$ cat config.mk
export PLATFORM = sky130hd
export DESIGN_NAME = flash_self_program_sequencer
export DESIGN_NICKNAME = d
export VERILOG_FILES = /design/src/hw/flash_seq_pkg.sv /design/src/hw/flash_self_program_sequencer.sv /design/src/hw/page_buffer_mem.sv
export SDC_FILE = /design/constraint.sdc
export NUM_CORES = 1
export LEC_CHECK = 0
export ABC_AREA = 1
export BUFFER_PORTS_ARGS = -buffer_cell sky130_fd_sc_hd__buf_2
export CAP_MARGIN = 20
export CORE_MARGIN = 2
export CORE_UTILIZATION = 35
export DETAILED_ROUTE_END_ITERATION = 8
export SYNTH_ARGS = -nofsm -noshare
export SYNTH_HDL_FRONTEND = slang
export SYNTH_SLANG_ARGS = --single-unit
$ cat constraint.sdc
create_clock -name clock -period 4.8 [get_ports clock]
set_clock_uncertainty 0.2 [all_clocks]
set_input_delay 0 -clock clock [delete_from_list [all_inputs] [get_ports clock]]
set_output_delay 0 -clock clock [all_outputs]
set_load 0.05 [all_outputs]
$ cat src/hw/flash_seq_pkg.sv
// Constants, command codes and carrier types for the flash self-programming sequencer.
package flash_seq_pkg;

  // ----------------------------------------------------------------------------
  // Geometry
  // ----------------------------------------------------------------------------
  localparam int WORD_BITS  = 6;
  localparam int PAGE_WORDS = 64;
  localparam int PAGE_W     = 10;
  localparam int PTR_W      = 16;
  localparam int BADDR_W    = 17;
  localparam int DATA_W     = 16;
  localparam int WAIT_W     = 12;
  // Pages from here upward form the boot section.
  localparam logic [PAGE_W-1:0] BOOT_FIRST_PAGE = 10'h3c0;
  localparam logic [DATA_W-1:0] ERASED_WORD     = 16'hffff;

  // ----------------------------------------------------------------------------
  // Command codes
  // ----------------------------------------------------------------------------
  localparam logic [6:0] CMD_LOAD_BUF    = 7'h23;
  localparam logic [6:0] CMD_ERASE_PAGE  = 7'h2b;
  localparam logic [6:0] CMD_WRITE_PAGE  = 7'h2e;
  localparam logic [6:0] CMD_EW_PAGE     = 7'h2f;
  localparam logic [6:0] CMD_RANGE_CRC   = 7'h3a;
  localparam logic [6:0] CMD_ERASE_APP   = 7'h20;
  localparam logic [6:0] CMD_APP_ERASE   = 7'h22;
  localparam logic [6:0] CMD_APP_WRITE   = 7'h24;
  localparam logic [6:0] CMD_APP_EW      = 7'h25;
  localparam logic [6:0] CMD_APP_CRC     = 7'h38;
  localparam logic [6:0] CMD_BOOT_ERASE  = 7'h2a;
  localparam logic [6:0] CMD_BOOT_WRITE  = 7'h2c;
  localparam logic [6:0] CMD_BOOT_EW     = 7'h2d;
  localparam logic [6:0] CMD_BOOT_CRC    = 7'h39;
  localparam logic [6:0] CMD_SIG_ERASE   = 7'h18;
  localparam logic [6:0] CMD_SIG_WRITE   = 7'h1a;

  // ----------------------------------------------------------------------------
  // Timing
  // ----------------------------------------------------------------------------
  localparam int CLK_PERIOD_NS = 10;
  localparam int PAGE_ERASE_US = 4;
  localparam int PAGE_WRITE_US = 4;
  localparam int APP_ERASE_US  = 40;
  localparam logic [WAIT_W-1:0] PAGE_ERASE_CYC = WAIT_W'(PAGE_ERASE_US * 1000 / CLK_PERIOD_NS);
  localparam logic [WAIT_W-1:0] PAGE_WRITE_CYC = WAIT_W'(PAGE_WRITE_US * 1000 / CLK_PERIOD_NS);
  localparam logic [WAIT_W-1:0] APP_ERASE_CYC  = WAIT_W'(APP_ERASE_US * 1000 / CLK_PERIOD_NS);

  localparam logic [DATA_W-1:0] CRC_INIT = 16'hffff;
  localparam logic [DATA_W-1:0] CRC_POLY = 16'h1021;

  // ----------------------------------------------------------------------------
  // Carriers
  // ----------------------------------------------------------------------------
  typedef struct packed {
    logic [6:0]         code;
    logic [PTR_W-1:0]   pointer;
    logic [DATA_W-1:0]  data_pair;
    logic [BADDR_W-1:0] start_addr;
    logic [BADDR_W-1:0] end_addr;
  } nvm_req_s;

  typedef struct packed {
    logic                 erase;
    logic                 prog;
    logic                 rd;
    logic                 app_all;
    logic                 sig_row;
    logic [PAGE_W-1:0]    page;
    logic [WORD_BITS-1:0] word;
    logic [DATA_W-1:0]    wdata;
  } flash_cmd_s;

endpackage

$ cat src/hw/flash_self_program_sequencer.sv
// Flash self-programming sequencer: buffer loads, page and section erase/write, CRCs.
`timescale 1ns/100ps
`default_nettype none
// -----------------------------------------------------------------------------
// -----------------------------------------------------------------------------
module flash_self_program_sequencer (
  input  wire logic                              clock,
  input  wire logic                              rst_b,
  input  wire flash_seq_pkg::nvm_req_s           req,
  input  wire logic                              store_program_instruction,
  input  wire logic                              command_execute_bit,
  input  wire logic                              change_protection_open,
  input  wire logic                              boot_locks_clear,
  input  wire logic [flash_seq_pkg::DATA_W-1:0]  flash_rdata,
  output flash_seq_pkg::flash_cmd_s              flash_cmd,
  output logic                                   busy,
  output logic                                   flash_section_busy,
  output logic                                   cpu_halt,
  output logic                                   cmd_abort,
  output logic [flash_seq_pkg::DATA_W-1:0]       crc_result
);
  import flash_seq_pkg::*;

  typedef enum logic [3:0] {IDLE, ERASE, PROG_RD, PROG_WR, WRITE_WAIT,
                            CRC_RD, CRC_WAIT, CRC_ACC, CLEAR} state_e;

  // ---------------------------------------------------------------------------
  // Functions
  // ---------------------------------------------------------------------------
  function automatic logic in_boot(input logic [PAGE_W-1:0] p);
    return p >= BOOT_FIRST_PAGE;
  endfunction

  function automatic logic [DATA_W-1:0] crc_word(input logic [DATA_W-1:0] c,
                                                 input logic [DATA_W-1:0] w);
    logic [DATA_W-1:0] r;
    r = c ^ w;
    for (int i = 0; i < DATA_W; i++) begin
      r = r[DATA_W-1] ? ((r << 1) ^ CRC_POLY) : (r << 1);
    end
    return r;
  endfunction

  // ---------------------------------------------------------------------------
  // State
  // ---------------------------------------------------------------------------
  state_e               state_q, state_d;
  logic [WAIT_W-1:0]    wait_q, wait_d;
  logic [WORD_BITS-1:0] idx_q, idx_d;
  logic [PTR_W-1:0]     crc_addr_q, crc_addr_d;
  logic [PTR_W-1:0]     crc_end_q, crc_end_d;
  logic [DATA_W-1:0]    crc_q, crc_d;
  logic [DATA_W-1:0]    result_q, result_d;
  logic [PAGE_W-1:0]    page_q, page_d;
  logic                 do_prog_q, do_prog_d;
  logic                 sig_q, sig_d;
  logic                 halt_q, halt_d;
  logic                 sect_busy_q, sect_busy_d;
  logic                 abort_q;
  logic [PAGE_WORDS-1:0] loaded_q;
  flash_cmd_s           fcmd_q, fcmd_d;
  logic [DATA_W-1:0]    buf_rdata;

  // ---------------------------------------------------------------------------
  // Trigger decode
  // ---------------------------------------------------------------------------
  wire [6:0]        code     = req.code;
  wire [PAGE_W-1:0] ptr_page = req.pointer[PTR_W-1:WORD_BITS];
  wire              ptr_boot = in_boot(ptr_page);
  wire              idle     = (state_q == IDLE);
  wire              store_go = store_program_instruction & idle;
  wire              load_hit = store_go & (code == CMD_LOAD_BUF);
  wire              store_ok = store_go & change_protection_open;
  wire              exec_go  = command_execute_bit & idle & change_protection_open;

  wire is_app_cmd  = (code == CMD_APP_ERASE) | (code == CMD_APP_WRITE) | (code == CMD_APP_EW);
  wire is_boot_cmd = (code == CMD_BOOT_ERASE) | (code == CMD_BOOT_WRITE) | (code == CMD_BOOT_EW);
  wire is_erase    = (code == CMD_ERASE_PAGE) | (code == CMD_APP_ERASE) | (code == CMD_BOOT_ERASE);
  wire is_write    = (code == CMD_WRITE_PAGE) | (code == CMD_APP_WRITE) | (code == CMD_BOOT_WRITE);
  wire is_ew       = (code == CMD_EW_PAGE) | (code == CMD_APP_EW) | (code == CMD_BOOT_EW);
  wire sect_bad    = (is_app_cmd & ptr_boot) | (is_boot_cmd & ~ptr_boot);
  wire page_req    = store_ok & (is_erase | is_write | is_ew);
  wire page_go     = page_req & ~sect_bad;
  wire app_req     = store_ok & (code == CMD_ERASE_APP);
  wire app_go      = app_req & ~ptr_boot;
  wire sig_erase   = store_ok & (code == CMD_SIG_ERASE);
  wire sig_write   = store_ok & (code == CMD_SIG_WRITE);
  wire range_cmd   = exec_go & (code == CMD_RANGE_CRC);
  wire [PTR_W-1:0] range_lo = req.start_addr[BADDR_W-1:1];
  wire [PTR_W-1:0] range_hi = req.end_addr[BADDR_W-1:1];
  wire range_bad   = ~boot_locks_clear | (range_hi < range_lo);
  wire range_go    = range_cmd & ~range_bad;
  wire sect_crc    = exec_go & ((code == CMD_APP_CRC) | (code == CMD_BOOT_CRC));
  wire abort_d     = (page_req & sect_bad) | (app_req & ptr_boot) | (range_cmd & range_bad);
  wire erase_start = (page_go & (is_erase | is_ew)) | app_go | sig_erase;
  wire write_start = (page_go & is_write) | sig_write;
  // Page commands halt the CPU only when they touch the boot section.
  wire start_halt  = (page_go & ptr_boot) | app_go | sig_erase | sig_write;
  wire [DATA_W-1:0] prog_word = loaded_q[idx_q] ? buf_rdata : ERASED_WORD;
  wire [PTR_W-1:0]  app_end   = {BOOT_FIRST_PAGE, {WORD_BITS{1'b0}}} - PTR_W'(1);
  wire [PTR_W-1:0]  boot_lo   = {BOOT_FIRST_PAGE, {WORD_BITS{1'b0}}};
  wire [DATA_W-1:0] crc_next  = crc_word(crc_q, flash_rdata);

  // ---------------------------------------------------------------------------
  // Sequencer
  // ---------------------------------------------------------------------------
  always_comb begin
    state_d    = state_q;
    wait_d     = wait_q;
    idx_d      = idx_q;
    crc_addr_d = crc_addr_q;
    crc_end_d  = crc_end_q;
    crc_d      = crc_q;
    result_d   = result_q;
    page_d     = page_q;
    do_prog_d  = do_prog_q;
    sig_d      = sig_q;
    halt_d     = halt_q;
    sect_busy_d = sect_busy_q;
    fcmd_d     = '0;
    unique case (state_q)
      IDLE: begin
        page_d    = sig_erase | sig_write ? '0 : ptr_page;
        sig_d     = sig_erase | sig_write;
        do_prog_d = page_go & is_ew;
        halt_d    = start_halt | range_go | sect_crc;
        sect_busy_d = erase_start | write_start;
        idx_d     = '0;
        if (erase_start) begin
          state_d        = ERASE;
          wait_d         = (app_go ? APP_ERASE_CYC : PAGE_ERASE_CYC) - WAIT_W'(1);
          fcmd_d.erase   = 1'b1;
          fcmd_d.app_all = app_go;
          fcmd_d.sig_row = sig_erase;
          fcmd_d.page    = sig_erase ? '0 : ptr_page;
        end else if (write_start) begin
          state_d = PROG_RD;
        end else if (range_go | sect_crc) begin
          state_d    = CRC_RD;
          crc_d      = CRC_INIT;
          crc_addr_d = range_go ? range_lo : (code == CMD_APP_CRC ? '0 : boot_lo);
          crc_end_d  = range_go ? range_hi : (code == CMD_APP_CRC ? app_end : '1);
        end
      end
      ERASE: begin
        if (wait_q == '0) begin
          if (do_prog_q) begin
            state_d = PROG_RD;
          end else begin
            state_d     = IDLE;
            halt_d      = 1'b0;
            sect_busy_d = 1'b0;
          end
        end else begin
          wait_d = wait_q - WAIT_W'(1);
        end
      end
      PROG_RD: begin
        state_d = PROG_WR;
      end
      PROG_WR: begin
        fcmd_d.prog    = 1'b1;
        fcmd_d.sig_row = sig_q;
        fcmd_d.page    = page_q;
        fcmd_d.word    = idx_q;
        fcmd_d.wdata   = prog_word;
        if (idx_q == WORD_BITS'(PAGE_WORDS - 1)) begin
          state_d = WRITE_WAIT;
          wait_d  = PAGE_WRITE_CYC - WAIT_W'(1);
        end else begin
          idx_d   = idx_q + WORD_BITS'(1);
          state_d = PROG_RD;
        end
      end
      WRITE_WAIT: begin
        if (wait_q == '0) begin
          state_d     = sig_q ? CLEAR : IDLE;
          halt_d      = 1'b0;
          sect_busy_d = 1'b0;
        end else begin
          wait_d = wait_q - WAIT_W'(1);
        end
      end
      CLEAR: begin
        state_d = IDLE;
      end
      CRC_RD: begin
        fcmd_d.rd   = 1'b1;
        fcmd_d.page = crc_addr_q[PTR_W-1:WORD_BITS];
        fcmd_d.word = crc_addr_q[WORD_BITS-1:0];
        state_d     = CRC_WAIT;
      end
      CRC_WAIT: begin
        state_d = CRC_ACC;
      end
      CRC_ACC: begin
        crc_d = crc_next;
        if (crc_addr_q == crc_end_q) begin
          result_d = crc_next;
          state_d  = IDLE;
          halt_d   = 1'b0;
        end else begin
          crc_addr_d = crc_addr_q + PTR_W'(1);
          state_d    = CRC_RD;
        end
      end
    endcase
  end

  always_ff @(posedge clock or negedge rst_b) begin
    if (!rst_b) begin
      state_q    <= IDLE;
      wait_q     <= '0;
      idx_q      <= '0;
      crc_addr_q <= '0;
      crc_end_q  <= '0;
      crc_q      <= '0;
      result_q   <= '0;
      page_q     <= '0;
      do_prog_q  <= 1'b0;
      sig_q      <= 1'b0;
      halt_q      <= 1'b0;
      sect_busy_q <= 1'b0;
      abort_q    <= 1'b0;
      fcmd_q     <= '0;
    end else begin
      state_q    <= state_d;
      wait_q     <= wait_d;
      idx_q      <= idx_d;
      crc_addr_q <= crc_addr_d;
      crc_end_q  <= crc_end_d;
      crc_q      <= crc_d;
      result_q   <= result_d;
      page_q     <= page_d;
      do_prog_q  <= do_prog_d;
      sig_q      <= sig_d;
      halt_q     <= halt_d;
      sect_busy_q <= sect_busy_d;
      abort_q    <= abort_d;
      fcmd_q     <= fcmd_d;
    end
  end

  // ---------------------------------------------------------------------------
  // Page buffer
  // ---------------------------------------------------------------------------
  // The loaded map stands in for a bulk erase of the storage itself.
  always_ff @(posedge clock or negedge rst_b) begin
    if (!rst_b) begin
      loaded_q <= '0;
    end else if (state_q == CLEAR) begin
      loaded_q <= '0;
    end else if (load_hit) begin
      loaded_q[req.pointer[WORD_BITS-1:0]] <= 1'b1;
    end
  end

  page_buffer_mem u_buf (
    .clock (clock),
    .rst_b (rst_b),
    .we    (load_hit),
    .waddr (req.pointer[WORD_BITS-1:0]),
    .wdata (req.data_pair),
    .raddr (idx_q),
    .rdata (buf_rdata)
  );

  assign flash_cmd          = fcmd_q;
  assign busy               = ~idle;
  assign flash_section_busy = sect_busy_q;
  assign cpu_halt           = halt_q;
  assign cmd_abort          = abort_q;
  assign crc_result         = result_q;
endmodule
`default_nettype wire

$ cat src/hw/page_buffer_mem.sv
// Flash page buffer storage with a registered read port.
`timescale 1ns/100ps
`default_nettype none
module page_buffer_mem (
  input  wire logic                                   clock,
  input  wire logic                                   rst_b,
  input  wire logic                                   we,
  input  wire logic [flash_seq_pkg::WORD_BITS-1:0]    waddr,
  input  wire logic [flash_seq_pkg::DATA_W-1:0]       wdata,
  input  wire logic [flash_seq_pkg::WORD_BITS-1:0]    raddr,
  output logic      [flash_seq_pkg::DATA_W-1:0]       rdata
);
  import flash_seq_pkg::*;

  logic [DATA_W-1:0] mem [PAGE_WORDS];

  always_ff @(posedge clock) begin
    if (we) begin
      mem[waddr] <= wdata;
    end
  end

  always_ff @(posedge clock or negedge rst_b) begin
    if (!rst_b) begin
      rdata <= '0;
    end else begin
      rdata <= mem[raddr];
    end
  end
endmodule
`default_nettype wire

== Word-level counts from Yosys, hierarchy flattened ==
Memories as Yosys holds them, arrays and structs flattened. A register that Yosys moved wholly into a read port is not among the register bits.
Index checks and enable logic that the tools add are counted.

* Register bits after elaboration: 202
* Word-level logic and storage cells: 241
* Bits in writable memories: 1024
* Latch bits: 0
* Memories kept: 1
* Memory bits (read-only): 0
* Output and inout bits: 57

{| class="wikitable"
|+ Memory list
! memory !! words !! width !! rd ports !! clocked after Yosys merged registers in !! wr ports !! RTL line !! text
|-
| u_buf.mem || 64 || 16 || 1 || 1 || 1 || page_buffer_mem.sv:15 || <nowiki>logic [DATA_W-1:0] mem [PAGE_WORDS];</nowiki>
|}

* Add/sub/neg operators: 4
* Muxes and demuxes: 73
* Divide/modulo/power cells: 0
* Equal/unequal tests: 39
* Order comparisons: 5
* $mul: 0
* Bitwise gates (word level): 77
* Shift-type cells: 0
* Reduce and logical (&&, ||, !) cells: 20

{| class="wikitable"
|+ Operators with widths
! kind !! count
|-
| 2-to-1 mux 13 bit || 17
|-
| 2-to-1 mux 16 bit || 12
|-
| 2-to-1 mux 64 bit || 2
|-
| equality test 7 x 6 -> 1 bit, second input constant || 14
|-
| bitwise OR 64 bit || 1
|-
| case mux 16 bit (2 select lines) || 2
|-
| 2-to-1 mux 12 bit || 5
|-
| inverter 3 bit || 16
|-
| case mux 12 bit (3 select lines) || 1
|-
| case mux 4 bit (9 select lines) || 1
|-
| case mux 10 bit (3 select lines) || 1
|-
| bitwise OR 1 bit || 29
|-
| 2-to-1 mux 4 bit || 6
|-
| case mux 6 bit (2 select lines) || 2
|-
| subtractor 12 x 1 -> 12 bit, second input constant || 2
|-
| bitwise AND 1 bit || 23
|-
| 2-to-1 mux 10 bit || 2
|-
| inequality test 2 bit, second input constant || 10
|-
| adder 16 x 1 -> 16 bit, second input constant || 1
|-
| equality test 16 bit || 1
|-
| equality test 4 x 3 -> 1 bit, second input constant || 4
|-
| less-than comparator 16 bit || 1
|-
| AND reduction 4 bit || 4
|-
| bitwise XOR 16 bit || 1
|-
| other kinds (32) || 60
|}

== Depth between registers and ports, before layout ==
* Depth after elaboration: 34
* Depth in mapped cells: 18
* Mapped depth without buffers: 17

== Hierarchy ==
Synthesis repeated with hierarchy kept, for this count alone.

* Cells, all modules: 4899
* Area, all modules: 53172.2 µm²

{| class="wikitable"
|+ Modules (own cells, without submodules)
! module !! times used !! cells an instance !! area an instance (µm²)
|-
| page_buffer_mem || 1 || 3517 || 42170.4
|-
| flash_self_program_sequencer || 1 || 1382 || 11001.8
|}

== Worst setup path after synthesis ==
OpenSTA, ideal clock, no wires.

* Path type: register to register
* Start: register state_q[1]
* End: memory u_buf.mem[0][0] (enable)
* Cell stages (with the launch flop): 8
* Arrival time: 1.893 ns
* Setup slack: 2.317 ns
* Required time: 4.210 ns
* Clock period less this slack: 2.483 ns
* Cells stage by stage: dfrtp_1 > nor2_4 > nand2_4 > nor2_1 > nand2_1 > nor2_1 > nand2_1 > nor2_1

* Word-level cells in the longest chain between the ends: 5

{| class="wikitable"
|+ RTL lines
! item !! RTL line !! text
|-
| from (decl) || flash_self_program_sequencer.sv:47 || <nowiki>state_e state_q, state_d;</nowiki>
|-
| from (signal assigned) || flash_self_program_sequencer.sv:227 || <nowiki>state_q <= state_d;</nowiki>
|-
| zero test 4 bit || flash_self_program_sequencer.sv:70 || <nowiki>wire idle = (state_q == IDLE);</nowiki>
|-
| bitwise AND 1 bit || flash_self_program_sequencer.sv:71 || <nowiki>wire store_go = store_program_instruction & idle;</nowiki>
|-
| bitwise AND 1 bit || flash_self_program_sequencer.sv:72 || <nowiki>wire load_hit = store_go & (code == CMD_LOAD_BUF);</nowiki>
|-
| 2-to-1 mux 1 bit || page_buffer_mem.sv:18 || <nowiki>if (we) begin</nowiki>
|-
| 2-to-1 mux 1 bit (not written as such) || page_buffer_mem.sv:19 || <nowiki>mem[waddr] <= wdata;</nowiki>
|-
| to (decl) || page_buffer_mem.sv:15 ||
|}

No other way between the ends.

==> results.md <==
- Status: finished, final reports clean
- Final Hold Slack: 0.118 ns
- Met2 usage: 0.300
- Syn nets: 4454
- Worst r2r path cells: 12
- Gpl congestion: 0.867
- Hold depth: 5
- Crit. End Element: flip-flop
- Residual DRC count: 0
- Share of the synthesized area in the top cell type: 0.600
- DR pass1 iterations: 5
- HP Class: primary input to flip-flop
- Num ports: 152
- Initial Util: 0.352
- Critical setup path kind: primary input to flip-flop
- # rows: 140
- Placed inst area: 54600 um^2
- Core Area: 146000 um^2
- Total vias in the final route: 36000
- Largest net degree at the start of global routing: 124
- Vias in the first global route: 34400
- Crit-path max FO: 10
- H-Tree Depth: 4
- Final Power: 24.0 mW
- Slack of the critical path: 0.464 ns
- DIE HEIGHT: 387 um
- Crit. path cell count: 16
- Max-cap violations: 0
- Post-synth top flop: edfxtp_1
- Type of origin of the critical path: primary input
- Pre-CTS setup slack: 1.36 ns
- Largest cells by area after synthesis: edfxtp_1, dfrtp_1, o21ai_0, nor2_1, o22ai_1
- Bufs on Longest Clock Path: 3
- Syn_area_per_cell: 11.8 um^2
- Vias/cell: 5.34
- Maximum VDD drop: 0.000357 V
- Area of the multi-input gates: 13200 um^2
- Worst-Margin Slew: 0.971 ns
- Global-route usage over all layers: 0.195
- Slew margin rel.: 0.346
- EDFF count, synth: 1024
- WL/cell: 22.1 um
- Filler cells: 13400
- Most common cell after layout, fill and taps aside: edfxtp_1
- CTS clk-pin slew, worst paths: 0.06 ns
- Cells along the critical path: dlygate4sd3_1, buf_2, inv_1, nand3_1, dlygate4sd3_1, inv_1, nand4_1, dlygate4sd3_1, nand4_1, nand4_1, dlygate4sd3_1, nand3_1, dlygate4sd3_1, nand2_1, o21bai_1, dlygate4sd3_1
- Ant. Diodes: 0
- Syn Inst Count: 4341
- Number of port buffers: 149
- Synth async-reset ratio: 0.176
- Layer with the highest usage: met2
- Slowest cell on crit path: dlygate4sd3_1
- CTS buffer count: 131
- Sequential cell area fraction in the yosys report: 0.706
- CTS tree: yes
- Clk root buf: clkbuf_16
- First-pass GRT wire length: 222000 um
- Share of cells above drive strength 1: 0.119
- P&R area growth vs syn: 19.1%
- GRT Residual Overflow: 0
- RSZ-0062 raised after global routing: no
- Crit path largest cell delay: 0.62 ns
- Met1 usage: 0.282
- Area of the die: 150000 um^2
- Final hold viol count: 0
- Sinks on Clock Net: 1242
- Final WL: 149000 um
- Antenna violations before repair: 7
- Final nets: 4835
- CP top delay family: buffers and inverters
- Most frequent cells in the layout: edfxtp_1, nor2_1, o21ai_0
- Die width: 387 um
- Post-synthesis cell area: 51300 um^2
- Flops & latches, synth: 1242
- Synth Warn #: 0
- Dpl hpwl: 83700 um
- Power Density: 394 nW/um^2
- Peak Freq: 231 MHz
- Crit-path most repeated cell: dlygate4sd3_1
- Crit share post-route: 0.903
- Final setup vio count: 0
- Post-Route Setup TNS: 0 ns
- Cell taking the most area after synthesis: edfxtp_1
- Worst-skew pair later-pin latency: 0.76 ns
- Critical path buffer and inverter count: 9
- Routed Antenna Nets: 0
- Unique masters post-synth: 50
- Met3 GRT Util: 0.0346
- Storage element area: 36200 um^2
- Critical Path RT: 5.30 ns
- Max-slew violation count: 0
- CP arrival: 4.84 ns
- Leak: 22.1 nW
- Post-layout min period: 4.34 ns
- Post-route cell area: 61000 um^2
- Initial drt markers: 4135
-- report_power, final --
group	switching, mW	internal [mW]
logic	1.13	0.988
clock network	4.25	5.88
registers	0.0489	11.7
-- worst min-delay path: stages --
cell and delay [ns]:
dlygate4sd3_1 0.61, buf_2 0.21, nor4_1 0.09, nand2_1 0.06, a21oi_1 0.05
-- per-stage QoR --
stage / util / std cells
finish: 0.419 / 6745
global route: 0.419 / 6745
CTS: 0.419 / 6745
detailed placement: 0.375 / 6288
global placement: 0.375 / 6288
floorplan: - / 4341
-- path summary, 6_finish.rpt --
path / startpoint / endpoint / slack, ns
setup reg to reg: state_q[1] / flash_cmd[28] / 0.54
hold / removal: req[55] / loaded_q[9] / 0.12
max in group asynchronous: rst_b / loaded_q[0] / 3.56
hold reg to reg: crc_result[11] / crc_result[11] / 0.28
setup / recovery: req[70] / flash_cmd[28] / 0.46
min in group asynchronous: rst_b / page_q[3] / 0.27
-- repair_timing --
item,in CTS,in global routing
resized for setup,0,0
setup buffers,0,0
hold buffers,218,0
endpoints found under the hold margin,1532,0
-- kinds of logic after synthesis --
family                     synth area share
xor gates and xnor gates             0.0124
DFF                                   0.706
and+or+nand+nor                       0.109
adders and majority gates           0.00439
buffers and inverters                0.0358
AOI/OAI and AO/OA                     0.133
-- layer usage --
layer / vias to the layer above / part of all wire
li1: 16400 / -
met1: 17900 / 0.44
met2: 1546 / 0.45
met3: 232 / 0.085
met4: 8 / 0.025
met5: - / 0.00036
-- layout make-up --
cell class / instances / share of cell area
inverters: 168 / 0.0107
clock buffers: 176 / 0.0602
repair buffers: 512 / 0.0697
flip-flops and latches: 1242 / 0.593
well taps: 1917 / 0.0393
multi-input cells: 2667 / 0.217
clock inverters: 63 / 0.00978
-- cell usage after synthesis, types with 34 or more instances --
cell      number
nand3_1       84
nand2_1      474
nor2_1       738
o21ai_0      663
xor2_1        34
clkbuf_1     175
edfxtp_1    1024
o22ai_1      292
buf_2         52
o21ai_1       38
a21oi_1       78
inv_1        159
nand4_1       35
dfrtp_1      218
o21ba_2       47
-- registers in the layout (all words and copies together) (netlist names), 6 cells and up --
name	flops
crc_addr_q	16
crc_end_q	16
crc_q	16
crc_result	16
flash_cmd	37
idx_q	6
loaded_q	64
page_q	10
u_buf.mem	1024
u_buf.rdata	16
wait_q	12
Note: power is estimated with default switching activity, not from simulation.
